<file path="src/tef_pkg.sv">
// Constants and types shared by the timer event flag block
package tef_pkg;

   // Register byte offsets
   localparam logic [7:0]  TEF_OFS_IRQ_EN   = 8'h0c;
   localparam logic [7:0]  TEF_OFS_STATUS   = 8'h10;
   localparam logic [7:0]  TEF_OFS_CTRL     = 8'h20;
   localparam int          TEF_ADDR_W       = 8;

   // Field positions of the enable, status and control registers
   localparam int          TEF_BIT_UPD      = 0;
   localparam int          TEF_BIT_CH1      = 1;
   localparam int          TEF_BIT_CH2      = 2;
   localparam int          TEF_BIT_TRG      = 6;
   localparam int          TEF_BIT_OVC1     = 9;
   localparam int          TEF_BIT_OVC2     = 10;
   localparam int          TEF_BIT_SUPPRESS = 0;
   localparam int          TEF_BIT_SRCSEL   = 1;
   localparam int          TEF_NUM_CHAN     = 2;
   localparam int          TEF_REG_W        = 16;

   // Implemented bit masks and reset values
   localparam logic [15:0] TEF_EN_MASK      = 16'h0047;
   localparam logic [15:0] TEF_STS_MASK     = 16'h0647;
   localparam logic [15:0] TEF_IRQ_SRC_MASK = 16'h0047;
   localparam logic [15:0] TEF_EN_RESET     = 16'h0000;
   localparam logic [1:0]  TEF_CTRL_RESET   = 2'h0;

   // Slave mode and count alignment codes
   localparam logic [2:0]  TEF_SLAVE_GATED  = 3'h5;
   localparam logic [1:0]  TEF_ALIGN_EDGE   = 2'h0;

   // AXI responses
   localparam logic [1:0]  TEF_RESP_OKAY    = 2'h0;
   localparam logic [1:0]  TEF_RESP_SLVERR  = 2'h2;

   typedef enum logic [1:0] {
      TEF_WR_IDLE = 2'h0,
      TEF_WR_RESP = 2'h1
   } tef_wr_state_type;

   typedef enum logic [1:0] {
      TEF_RD_IDLE = 2'h0,
      TEF_RD_DATA = 2'h1
   } tef_rd_state_type;

endpackage

</file>
<file path="src/tef_sticky_flag.sv">
// One sticky status flag: hardware sets, software clears, set wins
`timescale 1ns/100ps
`default_nettype none
module tef_sticky_flag
   import tef_pkg::*;
(
   input  wire logic mclk,
   input  wire logic nrst,
   input  wire logic setEvt,
   input  wire logic clrEvt,
   output var  logic flag_ff
);

   always_ff @(posedge mclk or negedge nrst) begin
      if (!nrst) begin
         flag_ff <= 1'b0;
      end else if (setEvt) begin
         flag_ff <= 1'b1;
      end else if (clrEvt) begin
         flag_ff <= 1'b0;
      end
   end

endmodule
`default_nettype wire

</file>
<file path="src/tef_timer_flags.sv">
// Timer event flags, interrupt enables and their AXI4-Lite register slave
// Contract
// - Enable bit 6 gates the trigger interrupt request.
// - Enable bit 2 gates the channel 2 interrupt request.
// - Enable bit 1 gates the channel 1 interrupt request.
// - Enable bit 0 gates the update interrupt request.
// - Unused enable and status bits always read as zero.
// - Channel 1 capture while its flag is set raises overcapture bit 9.
// - Channel 2 overcapture bit 10 behaves like the channel 1 one.
// - Trigger flag set on active edge, or either edge in gated mode.
// - Compare above reload sets channel 1 flag after counter overflow.
// - Input channel 1 flag sets on capture; capture read also clears it.
// - Channel 2 flag at bit 2 follows the channel 1 flag behaviour.
// - Update flag sets on each update event that source select lets through, until software clears it.
// - Software update request sets update flag when source select is zero.
// - Counter overflow sets update flag unless updates are suppressed.
// - Update suppress blocks update events, flag and shadow loads.
// - Source select one lets only overflow raise the update flag.
`timescale 1ns/100ps
`default_nettype none
module tef_timer_flags
   import tef_pkg::*;
(
   input  wire logic                     mclk,
   input  wire logic                     nrst,
   // AXI4-Lite slave
   input  wire logic [TEF_ADDR_W-1:0]    s_axi_awaddr,
   input  wire logic                     s_axi_awvalid,
   output var  logic                     s_axi_awready,
   input  wire logic [31:0]              s_axi_wdata,
   input  wire logic [3:0]               s_axi_wstrb,
   input  wire logic                     s_axi_wvalid,
   output var  logic                     s_axi_wready,
   output var  logic [1:0]               s_axi_bresp,
   output var  logic                     s_axi_bvalid,
   input  wire logic                     s_axi_bready,
   input  wire logic [TEF_ADDR_W-1:0]    s_axi_araddr,
   input  wire logic                     s_axi_arvalid,
   output var  logic                     s_axi_arready,
   output var  logic [31:0]              s_axi_rdata,
   output var  logic [1:0]               s_axi_rresp,
   output var  logic                     s_axi_rvalid,
   input  wire logic                     s_axi_rready,
   // Timer core events
   input  wire logic                     counterOverflow,
   input  wire logic                     softwareUpdateRequest,
   input  wire logic                     triggerReinit,
   input  wire logic                     slaveTriggerInput,
   input  wire logic [2:0]               slaveModeSelect,
   input  wire logic                     softwareTriggerGen,
   input  wire logic [1:0]               countAlignmentSelect,
   input  wire logic [TEF_NUM_CHAN-1:0]  chanIsInput,
   input  wire logic [TEF_NUM_CHAN-1:0]  chanCompareMatch,
   input  wire logic [TEF_NUM_CHAN-1:0]  chanCompareAboveReload,
   input  wire logic [TEF_NUM_CHAN-1:0]  chanCapture,
   input  wire logic [TEF_NUM_CHAN-1:0]  chanSoftwareGen,
   input  wire logic [TEF_NUM_CHAN-1:0]  chanCaptureRegRead,
   // Results
   output var  logic                     updateEvent,
   output var  logic                     counterReinit,
   output var  logic                     timerIrq
);

   // Output flops
   logic                    awready_ff;
   logic                    wready_ff;
   logic                    bvalid_ff;
   logic [1:0]              bresp_ff;
   logic                    arready_ff;
   logic                    rvalid_ff;
   logic [31:0]             rdata_ff;
   logic [1:0]              rresp_ff;
   logic                    updateEvent_ff;
   logic                    counterReinit_ff;
   logic                    timerIrq_ff;

   // Write channel holding
   logic [TEF_ADDR_W-1:0]   awAddr_ff;
   logic                    awHeld_ff;
   logic [31:0]             wData_ff;
   logic [3:0]              wStrb_ff;
   logic                    wHeld_ff;
   tef_wr_state_type        wrState_ff;
   tef_rd_state_type        rdState_ff;

   // Register contents
   logic [TEF_REG_W-1:0]    irqEnable_ff;
   logic                    updateSuppress_ff;
   logic                    updateSourceSelect_ff;
   logic [TEF_REG_W-1:0]    statusFlags;
   logic                    trigPrev_ff;

   // Event decode
   logic                    doWrite;
   logic                    wrHitEnable;
   logic                    wrHitStatus;
   logic                    wrHitCtrl;
   logic                    trigEdge;
   logic                    trigEvent;
   logic                    centerAligned;
   logic                    updAny;
   logic                    updFlagSet;
   logic [TEF_REG_W-1:0]    setVec;
   logic [TEF_REG_W-1:0]    clrVec;
   logic [TEF_NUM_CHAN-1:0] chanSet;
   logic [TEF_NUM_CHAN-1:0] chanOvcSet;
   logic [TEF_NUM_CHAN-1:0] chanClrRead;
   logic [31:0]             rdValue;
   logic                    rdMapped;

   assign s_axi_awready = awready_ff;
   assign s_axi_wready  = wready_ff;
   assign s_axi_bvalid  = bvalid_ff;
   assign s_axi_bresp   = bresp_ff;
   assign s_axi_arready = arready_ff;
   assign s_axi_rvalid  = rvalid_ff;
   assign s_axi_rdata   = rdata_ff;
   assign s_axi_rresp   = rresp_ff;
   assign updateEvent   = updateEvent_ff;
   assign counterReinit = counterReinit_ff;
   assign timerIrq      = timerIrq_ff;

   // Write address and data may arrive in either order
   always_ff @(posedge mclk or negedge nrst) begin
      if (!nrst) begin
         awready_ff <= 1'b1;
         awHeld_ff  <= 1'b0;
         awAddr_ff  <= '0;
      end else if (s_axi_awvalid && awready_ff) begin
         awready_ff <= 1'b0;
         awHeld_ff  <= 1'b1;
         awAddr_ff  <= s_axi_awaddr;
      end else if (bvalid_ff && s_axi_bready) begin
         awready_ff <= 1'b1;
         awHeld_ff  <= 1'b0;
      end
   end

   always_ff @(posedge mclk or negedge nrst) begin
      if (!nrst) begin
         wready_ff <= 1'b1;
         wHeld_ff  <= 1'b0;
         wData_ff  <= '0;
         wStrb_ff  <= '0;
      end else if (s_axi_wvalid && wready_ff) begin
         wready_ff <= 1'b0;
         wHeld_ff  <= 1'b1;
         wData_ff  <= s_axi_wdata;
         wStrb_ff  <= s_axi_wstrb;
      end else if (bvalid_ff && s_axi_bready) begin
         wready_ff <= 1'b1;
         wHeld_ff  <= 1'b0;
      end
   end

   assign doWrite     = awHeld_ff && wHeld_ff && (wrState_ff == TEF_WR_IDLE);
   assign wrHitEnable = doWrite && (awAddr_ff == TEF_OFS_IRQ_EN);
   assign wrHitStatus = doWrite && (awAddr_ff == TEF_OFS_STATUS);
   assign wrHitCtrl   = doWrite && (awAddr_ff == TEF_OFS_CTRL);

   // Write response; both channels stay closed until it is taken
   always_ff @(posedge mclk or negedge nrst) begin
      if (!nrst) begin
         wrState_ff <= TEF_WR_IDLE;
         bvalid_ff  <= 1'b0;
         bresp_ff   <= TEF_RESP_OKAY;
      end else begin
         case (wrState_ff)
            TEF_WR_IDLE: begin
               if (doWrite) begin
                  wrState_ff <= TEF_WR_RESP;
                  bvalid_ff  <= 1'b1;
                  bresp_ff   <= (wrHitEnable || wrHitStatus || wrHitCtrl) ?
                                TEF_RESP_OKAY : TEF_RESP_SLVERR;
               end
            end
            TEF_WR_RESP: begin
               if (s_axi_bready) begin
                  wrState_ff <= TEF_WR_IDLE;
                  bvalid_ff  <= 1'b0;
               end
            end
            default: begin
               wrState_ff <= TEF_WR_IDLE;
               bvalid_ff  <= 1'b0;
            end
         endcase
      end
   end

   // Enable register; only the low byte holds bits
   always_ff @(posedge mclk or negedge nrst) begin
      if (!nrst) begin
         irqEnable_ff <= TEF_EN_RESET;
      end else if (wrHitEnable && wStrb_ff[0]) begin
         irqEnable_ff <= {8'h00, wData_ff[7:0]} & TEF_EN_MASK;
      end
   end

   always_ff @(posedge mclk or negedge nrst) begin
      if (!nrst) begin
         {updateSourceSelect_ff, updateSuppress_ff} <= TEF_CTRL_RESET;
      end else if (wrHitCtrl && wStrb_ff[0]) begin
         updateSuppress_ff     <= wData_ff[TEF_BIT_SUPPRESS];
         updateSourceSelect_ff <= wData_ff[TEF_BIT_SRCSEL];
      end
   end

   // Read channel; reads have no side effects here
   always_comb begin
      rdMapped = 1'b1;
      case (s_axi_araddr)
         TEF_OFS_IRQ_EN: rdValue = {16'h0000, irqEnable_ff & TEF_EN_MASK};
         TEF_OFS_STATUS: rdValue = {16'h0000, statusFlags & TEF_STS_MASK};
         TEF_OFS_CTRL:   rdValue = {30'h0, updateSourceSelect_ff, updateSuppress_ff};
         default: begin
            rdValue  = 32'h00000000;
            rdMapped = 1'b0;
         end
      endcase
   end

   always_ff @(posedge mclk or negedge nrst) begin
      if (!nrst) begin
         rdState_ff <= TEF_RD_IDLE;
         arready_ff <= 1'b1;
         rvalid_ff  <= 1'b0;
         rdata_ff   <= '0;
         rresp_ff   <= TEF_RESP_OKAY;
      end else begin
         case (rdState_ff)
            TEF_RD_IDLE: begin
               if (s_axi_arvalid) begin
                  rdState_ff <= TEF_RD_DATA;
                  arready_ff <= 1'b0;
                  rvalid_ff  <= 1'b1;
                  rdata_ff   <= rdValue;
                  rresp_ff   <= rdMapped ? TEF_RESP_OKAY : TEF_RESP_SLVERR;
               end
            end
            TEF_RD_DATA: begin
               if (s_axi_rready) begin
                  rdState_ff <= TEF_RD_IDLE;
                  arready_ff <= 1'b1;
                  rvalid_ff  <= 1'b0;
               end
            end
            default: begin
               rdState_ff <= TEF_RD_IDLE;
               arready_ff <= 1'b1;
               rvalid_ff  <= 1'b0;
            end
         endcase
      end
   end

   // Trigger edge detection
   always_ff @(posedge mclk or negedge nrst) begin
      if (!nrst) begin
         trigPrev_ff <= 1'b0;
      end else begin
         trigPrev_ff <= slaveTriggerInput;
      end
   end

   assign trigEdge  = (slaveModeSelect == TEF_SLAVE_GATED) ?
                      (slaveTriggerInput ^ trigPrev_ff) :
                      (slaveTriggerInput & ~trigPrev_ff);
   assign trigEvent = trigEdge || softwareTriggerGen;

   assign centerAligned = (countAlignmentSelect != TEF_ALIGN_EDGE);

   assign updAny     = !updateSuppress_ff &&
                       (counterOverflow || softwareUpdateRequest || triggerReinit);
   assign updFlagSet = !updateSuppress_ff &&
                       (counterOverflow ||
                        (!updateSourceSelect_ff && (softwareUpdateRequest || triggerReinit)));

   // Update strobe to shadow logic, reinit regardless of suppress
   always_ff @(posedge mclk or negedge nrst) begin
      if (!nrst) begin
         updateEvent_ff   <= 1'b0;
         counterReinit_ff <= 1'b0;
      end else begin
         updateEvent_ff   <= updAny;
         counterReinit_ff <= softwareUpdateRequest || triggerReinit;
      end
   end

   // Per-channel set and clear terms
   genvar c;
   generate
      for (c = 0; c < TEF_NUM_CHAN; c++) begin : gChan
         assign chanSet[c] = chanSoftwareGen[c] ||
                             (chanIsInput[c] && chanCapture[c]) ||
                             (!chanIsInput[c] &&
                              ((chanCompareMatch[c] && !centerAligned) ||
                               (counterOverflow && chanCompareAboveReload[c])));
         assign chanOvcSet[c] = chanIsInput[c] &&
                                (chanCapture[c] || chanSoftwareGen[c]) &&
                                statusFlags[TEF_BIT_CH1 + c];
         assign chanClrRead[c] = chanIsInput[c] && chanCaptureRegRead[c];
      end
   endgenerate

   always_comb begin
      setVec                = '0;
      setVec[TEF_BIT_UPD]   = updFlagSet;
      setVec[TEF_BIT_CH1]   = chanSet[0];
      setVec[TEF_BIT_CH2]   = chanSet[1];
      setVec[TEF_BIT_TRG]   = trigEvent;
      setVec[TEF_BIT_OVC1]  = chanOvcSet[0];
      setVec[TEF_BIT_OVC2]  = chanOvcSet[1];
   end

   always_comb begin
      clrVec = '0;
      for (int i = 0; i < TEF_REG_W; i++) begin
         clrVec[i] = wrHitStatus && wStrb_ff[i / 8] && !wData_ff[i];
      end
      clrVec[TEF_BIT_CH1] = clrVec[TEF_BIT_CH1] || chanClrRead[0];
      clrVec[TEF_BIT_CH2] = clrVec[TEF_BIT_CH2] || chanClrRead[1];
   end

   // Status flags; unused positions never get a flop
   genvar b;
   generate
      for (b = 0; b < TEF_REG_W; b++) begin : gFlag
         if (TEF_STS_MASK[b]) begin : gUsed
            tef_sticky_flag uFlag (
               .mclk    (mclk),
               .nrst    (nrst),
               .setEvt  (setVec[b]),
               .clrEvt  (clrVec[b]),
               .flag_ff (statusFlags[b])
            );
         end else begin : gUnused
            assign statusFlags[b] = 1'b0;
         end
      end
   endgenerate

   // Overcapture bits masked out of the request
   always_ff @(posedge mclk or negedge nrst) begin
      if (!nrst) begin
         timerIrq_ff <= 1'b0;
      end else begin
         timerIrq_ff <= |(statusFlags & irqEnable_ff & TEF_IRQ_SRC_MASK);
      end
   end

endmodule
`default_nettype wire

</file>
<file path="config.mk">
export PLATFORM = sky130hd
export DESIGN_NAME = tef_timer_flags
export DESIGN_NICKNAME = d
export VERILOG_FILES = /design/src/tef_pkg.sv /design/src/tef_sticky_flag.sv /design/src/tef_timer_flags.sv
export SDC_FILE = /design/constraint.sdc
export NUM_CORES = 1
export LEC_CHECK = 0
export ABC_AREA = 1
export BUFFER_PORTS_ARGS = -buffer_cell sky130_fd_sc_hd__buf_2
export CORE_MARGIN = 2
export CORE_UTILIZATION = 46
export DETAILED_ROUTE_END_ITERATION = 16
export PLACE_DENSITY = 0.92
export SKIP_CTS_REPAIR_TIMING = 1
export SLEW_MARGIN = 0
export SYNTH_ARGS = -nofsm -noshare
export SYNTH_HDL_FRONTEND = slang
export SYNTH_SLANG_ARGS = --single-unit
</file>
<file path="constraint.sdc">
create_clock -name mclk -period 1.25 [get_ports mclk]
set_input_delay 0.0625 -clock mclk [delete_from_list [all_inputs] [get_ports mclk]]
set_output_delay 0.0625 -clock mclk [all_outputs]
set_load 0.05 [all_outputs]
</file>
Yosys cells after proc, flatten, opt, wreduce, memory -nomap -nowiden
Index checks and enable logic that the tools add are counted.

storage, ports and cells
  flip-flop bits (word level) = 84
  bits in latches = 0
  memory bits (writable) = 0
  memory bits (read-only) = 0
  input bits = 81
  output and inout port bits = 44
  logic and storage cells = 163
  memories kept = 0

operators by class
  $add $sub $neg = 0
  multipliers = 0
  div/mod/pow operators = 0
  magnitude comparators = 0
  eq/ne operators = 13
  shift-type cells = 0
  muxes and demuxes = 38
  bitwise operators = 4
  reductions and logical operators = 80

operators with widths
  operator                                             count
  logical AND 1 bit                                    35
  case mux 11 bit (3 select lines)                     1
  2-to-1 mux 1 bit                                     26
  nonzero test 2 bit                                   9
  logical OR 1 bit                                     17
  equality test 8 x 4 -> 1 bit, second input constant  2
  equality test 8 x 5 -> 1 bit, second input constant  2
  equality test 8 x 6 -> 1 bit, second input constant  2
  2-to-1 mux 2 bit                                     6
  zero test 1 bit                                      11
  inequality test 2 bit, second input constant         4
  case mux 2 bit (2 select lines)                      2
  AND reduction 2 bit                                  4
  AND 7 bit                                            1
  case mux 1 bit (2 select lines)                      3
  equality test 2 x 1 -> 1 bit, second input constant  2
  zero test 2 bit                                      2
  OR reduction 4 bit                                   1
  equality test 3 bit, second input constant           1
  OR reduction 3 bit                                   1
  AND 1 bit                                            1
  inverter 1 bit                                       1
  XOR 1 bit                                            1

Depth between registers and ports, before layout
  word-level depth = 8
  mapped depth = 9
  mapped depth without buffers = 9

Modules after synthesis
From an unflattened synthesis, not the netlist that was laid out.

unflattened totals
  cell total of the unflattened synthesis = 303
  area total of the unflattened synthesis = 2,446.1 um^2

by module, submodules not included
  module           times used  cells each  area each (um^2)  sequential area each (um^2)
  tef_timer_flags  1           273         2,205.9           1,029.7
  tef_sticky_flag  6           5           40.0              25.0

Least setup slack after synthesis
No wires, ideal clock.

  kind = register to register
  start = reg awready_ff (netlist: s_axi_awready)
  end = reg awAddr_ff[0]
  library setup time = 0.125 ns
  arrival time = 1.257 ns
  data required time = 1.125 ns
  path slack = -0.131 ns
  stages on the path, launching flop included = 4
  buffers on the path = 1
  period minus slack after synthesis = 1.381 ns
  cells stage by stage = dfstp_2 > nand2_1 > buf_2 > mux2_2

between the ends
  cells in the longest elaborated chain, start to end = 1

RTL lines
  element                   line                    source
  start: declaration        tef_timer_flags.sv:65   logic awready_ff;
  start signal: assignment  tef_timer_flags.sv:126  awready_ff <= 1'b1;
  start signal: assignment  tef_timer_flags.sv:130  awready_ff <= 1'b0;
  start signal: assignment  tef_timer_flags.sv:134  awready_ff <= 1'b1;
  logical AND 1 bit         tef_timer_flags.sv:129  end else if (s_axi_awvalid && awready_ff) begin
  end signal: assignment    tef_timer_flags.sv:132  awAddr_ff <= s_axi_awaddr;
  end: declaration          tef_timer_flags.sv:78   logic [TEF_ADDR_W-1:0] awAddr_ff;

Every way passes these cells.
A chain may end at the register's enable or synchronous reset.

Worst setup path in the final report
  start = reg awAddr_ff[3]
  end = reg irqEnable_ff[1]

between the ends
  cells in the longest elaborated chain, start to end = 3

RTL lines
  element                       line                    source
  equality test 8 x 4 -> 1 bit  tef_timer_flags.sv:157  assign wrHitEnable = doWrite && (awAddr_ff == TEF_OFS_IRQ_EN);
  logical AND 1 bit             tef_timer_flags.sv:157
  logical AND 1 bit             tef_timer_flags.sv:195  end else if (wrHitEnable && wStrb_ff[0]) begin
  end signal: assignment        tef_timer_flags.sv:196  irqEnable_ff <= {8'h00, wData_ff[7:0]} & TEF_EN_MASK;
  end: declaration              tef_timer_flags.sv:87   logic [TEF_REG_W-1:0] irqEnable_ff;

Every way passes these cells.

==> results.json <==
{
  "status": "completed",
  "floorplan.die.width_microns": 77.0,
  "power-per-cell-area_nw_per_um2": 1650,
  "nFillCells": 434,
  "hold_violations": 0,
  "yosys.cell_count.top_type": "nand2_1",
  "wl_met1_microns": 2140,
  "numCtsBuffers": 5,
  "routed_wirelength_microns": 4860,
  "yosys.cell_types.count": 29,
  "critical_path_class": "reg2reg",
  "worst_setup_path_end_kind": "register",
  "worst-endpoint-arrival_ps": 1410,
  "buffer_ports.inserted": 68,
  "root_buffer_master": "clkbuf_8",
  "floorplan.die_area_sq_um": 5930,
  "internal-power_mw": 2.96,
  "ys_top_cells_by_count": "72 x nand2_1, 44 x dfrtp_1, 33 x inv_1",
  "worst_setup_hold_path_clk_slew_ps": 80,
  "num_antenna_cells": 0,
  "netSwitchingPower_mw": 2.08,
  "cts-htree-levels": 2,
  "final.setup_skew_ps": 5.41,
  "clk-insertion-delay-late_ps": 290,
  "ioPinCount": 125,
  "asyncSetResetFlopFracSynth_pct": 100,
  "power.switching_fraction_pct": 41.3,
  "ys_dominant_reg_cell": "dfrtp_1",
  "drt_drc_violations_left": 0,
  "timing.critical_path.max_delay_family": "simple AND/OR/NAND/NOR gates",
  "initialDrtViolationCount": 81,
  "synth_sequential_area_ratio_pct": 48.1,
  "synth_cells": 288,
  "required_time_worst_endpoint_ps": 1440,
  "maxUsedRoutingLayer": "met4",
  "drive_above_1_share_pct": 31.1,
  "detailedPlacementHpwl_microns": 3740,
  "antenna_violations_before_repair": 0,
  "max-cap-violations": 0,
  "timing.final.crit_period_ps": 1230,
  "ys.warnings.count": 0,
  "worstSetupStartpointType": "register",
  "setup-violations-final": 0,
  "clock-sinks": 47,
  "critical_path.cell_chain": "buf_4 > nand4_1 > nor2_4 > nand3_2 > nand2_1 > nand2_1",
  "regToRegSetupSlack_ps": 20,
  "vias_in_the_first_global_route": 1898,
  "post_drt_wl_per_cell_microns": 10.8,
  "total_power_mw": 5.04,
  "static_leakage_nw": 1.64,
  "max_freq_mhz": 815,
  "drt-pass1-iter-count": 4,
  "synth.largest_area_cell": "dfrtp_1",
  "met3_length_microns": 275,
  "initial_utilization_pct": 47.7,
  "num-nets-final": 461,
  "grt_first_pass_wirelength_microns": 8040,
  "placementRows": 26,
  "setup_total_negative_slack_ps": 0,
  "vdd_ir_drop_max_uv": 1360,
  "layout-area-overhead-vs-synth_pct": 24.8,
  "cts_tree": "done",
  "synth.top_cells.by_area": "dfrtp_1 45%, nand2_1 11%, buf_4 8.6%",
  "share_seq_of_total_power_pct": 46.0,
  "period_share_pct": 98.2,
  "path_buf_inv": 1,
  "comb_power_share_pct": 36.6,
  "timing.critical_path.fanout_max": 5,
  "detailroute.via_count": 2103,
  "final-max-slew-violation-count": 0,
  "globalRouteTotalUtil_pct": 16.7,
  "synth_edf_count": 0,
  "detail-route-antenna-nets": 0,
  "grt_max_degree": 25,
  "synth-seq-cells": 47,
  "master_of_the_slowest_instance_on_the_critical_path": "dfrtp_1",
  "power.clock.fraction_pct": 17.4,
  "crit_path_frequent_cell": "nand2_1",
  "overflow": 0,
  "rsz_0062_raised_after_global_routing": "yes",
  "average_via_count_per_standard_cell": 4.67,
  "gp_routability_congestion": 0.811,
  "hold_path_class": "in2reg",
  "max_stage_delay_ps": 410,
  "dieHeight_microns": 77.0,
  "placeableCoreArea_sq_um": 5140,
  "post_synth.cell_area_avg_sq_um": 8.52,
  "synth.top_cell.area_share_pct": 44.9,
  "synthesis.area_sq_um": 2450,
  "wl_met2_microns": 2430,
  "cts_buffer_depth": 2
}
==> cell usage in the layout (no fill, tap or decap) <==
master	Yosys	layout
nand2_1	72	70
buf_2	3	68
dfrtp_1	44	43
inv_1	33	30
conb_1	1	28
nor2_1	17	17
dlygate4sd3_1	0	14
nand4_1	13	13
nand3_1	13	13
o21ai_0	11	11
a21oi_1	10	10
mux2_2	8	8
inv_2	4	6
buf_4	28	6
nand2_2	3	5
clkbuf_8	0	5
nor2_4	3	4
a21boi_0	4	4
nor2_2	4	3
dfstp_2	3	3
nand3_4	1	2
o211ai_1	2	2
o21ai_1	2	2
clkinvlp_4	0	2
a31oi_1	1	1
inv_4	0	1
o21a_1	1	1
nand3b_1	1	1
a211oi_1	1	1
or2_2	1	1
nand3_2	2	1
ha_1	1	1
clkinv_2	0	1
buf_12	0	1
dfrtp_2	0	1
==> layout make-up <==
cell class / count / area [sq um] / area share (%)
clock buffer: 5 / 68.8 / 2.25
multi-input combinational: 199 / 1020 / 33.2
tap: 70 / 87.6 / 2.86
inverter: 37 / 141 / 4.62
clock inverter: 3 / 20.0 / 0.654
sequential: 47 / 1180 / 38.6
timing repair buffer: 89 / 546 / 17.8
==> per-stage QoR <==
step	worst slack [ps]	utilization, %	hold slack (ps)	instances	area (sq um)
final	23.0	59.5	19.6	450	3060
after global routing	-81.4	59.5	3.03	450	3060
after CTS	8.75	55.9	-325	432	2880
after detailed placement	15.1	54.2	6.58	424	2790
after global placement	74.4	54.2	-2.82	424	2790
after floorplan	-68.2	-	-233	315	2570
==> registers in the layout (all words and copies together), names as in the netlist, 2 cells and up <==
name and count:
wData_ff 6, s_axi_rdata 6, wStrb_ff 2, awAddr_ff 8, gFlag.gUsed.uFlag.flag_ff 6, irqEnable_ff 4
==> worst reg2reg max path, delay by kind of cell (launching register included) <==
kind | cells | cell delay [ps]
buffers and inverters | 1 | 130
and+or+nand+nor | 5 | 580
DFF | 1 | 410
==> metal layers <==
metal | global-route usage [%] | up-vias
met5 | 0 | -
met2 | 28.2 | 77
met3 | 4.82 | 2
met4 | 4.46 | 0
li1 | - | 1047
met1 | 21.2 | 977
==> logic make-up (layout without fill, tap and decap cells) <==
logic type | Yosys count | count (layout) | synth area share [%]
and+or+nand+nor | 130 | 130 | 24.8
buffers and inverters | 69 | 134 | 15.3
DFF | 47 | 47 | 48.1
AOI/OAI and AO/OA | 32 | 32 | 7.40
muxes | 8 | 8 | 3.67
adders and majority gates | 1 | 1 | 0.510
other | 1 | 28 | 0.153
==> path summary, 6_finish.rpt <==
kind                       cells past startpoint                          from                           end
setup / recovery                               6                  awAddr_ff[3]               irqEnable_ff[1]
hold / removal                                 2               s_axi_awaddr[1]                  awAddr_ff[1]
setup reg to reg                               6                  awAddr_ff[3]               irqEnable_ff[1]
hold reg to reg                                2  gFlag[9].gUsed.uFlag.flag_ff  gFlag[9].gUsed.uFlag.flag_ff
max in group asynchronous                      3                          nrst                 s_axi_awready
min in group asynchronous                      2                          nrst                s_axi_rresp[1]
==> power groups by stage <==
stage / clock network [mW] / registers, mW / logic, mW
after global placement: 0 / 2.28 / 1.66
after floorplan: 0 / 2.58 / 1.13
after CTS: 0.915 / 2.28 / 1.73
after global routing: 0.987 / 2.38 / 2.01
after detailed placement: 0 / 2.31 / 1.73
final: 0.877 / 2.32 / 1.84
No activity file was read; power rests on OpenSTA's default activity.
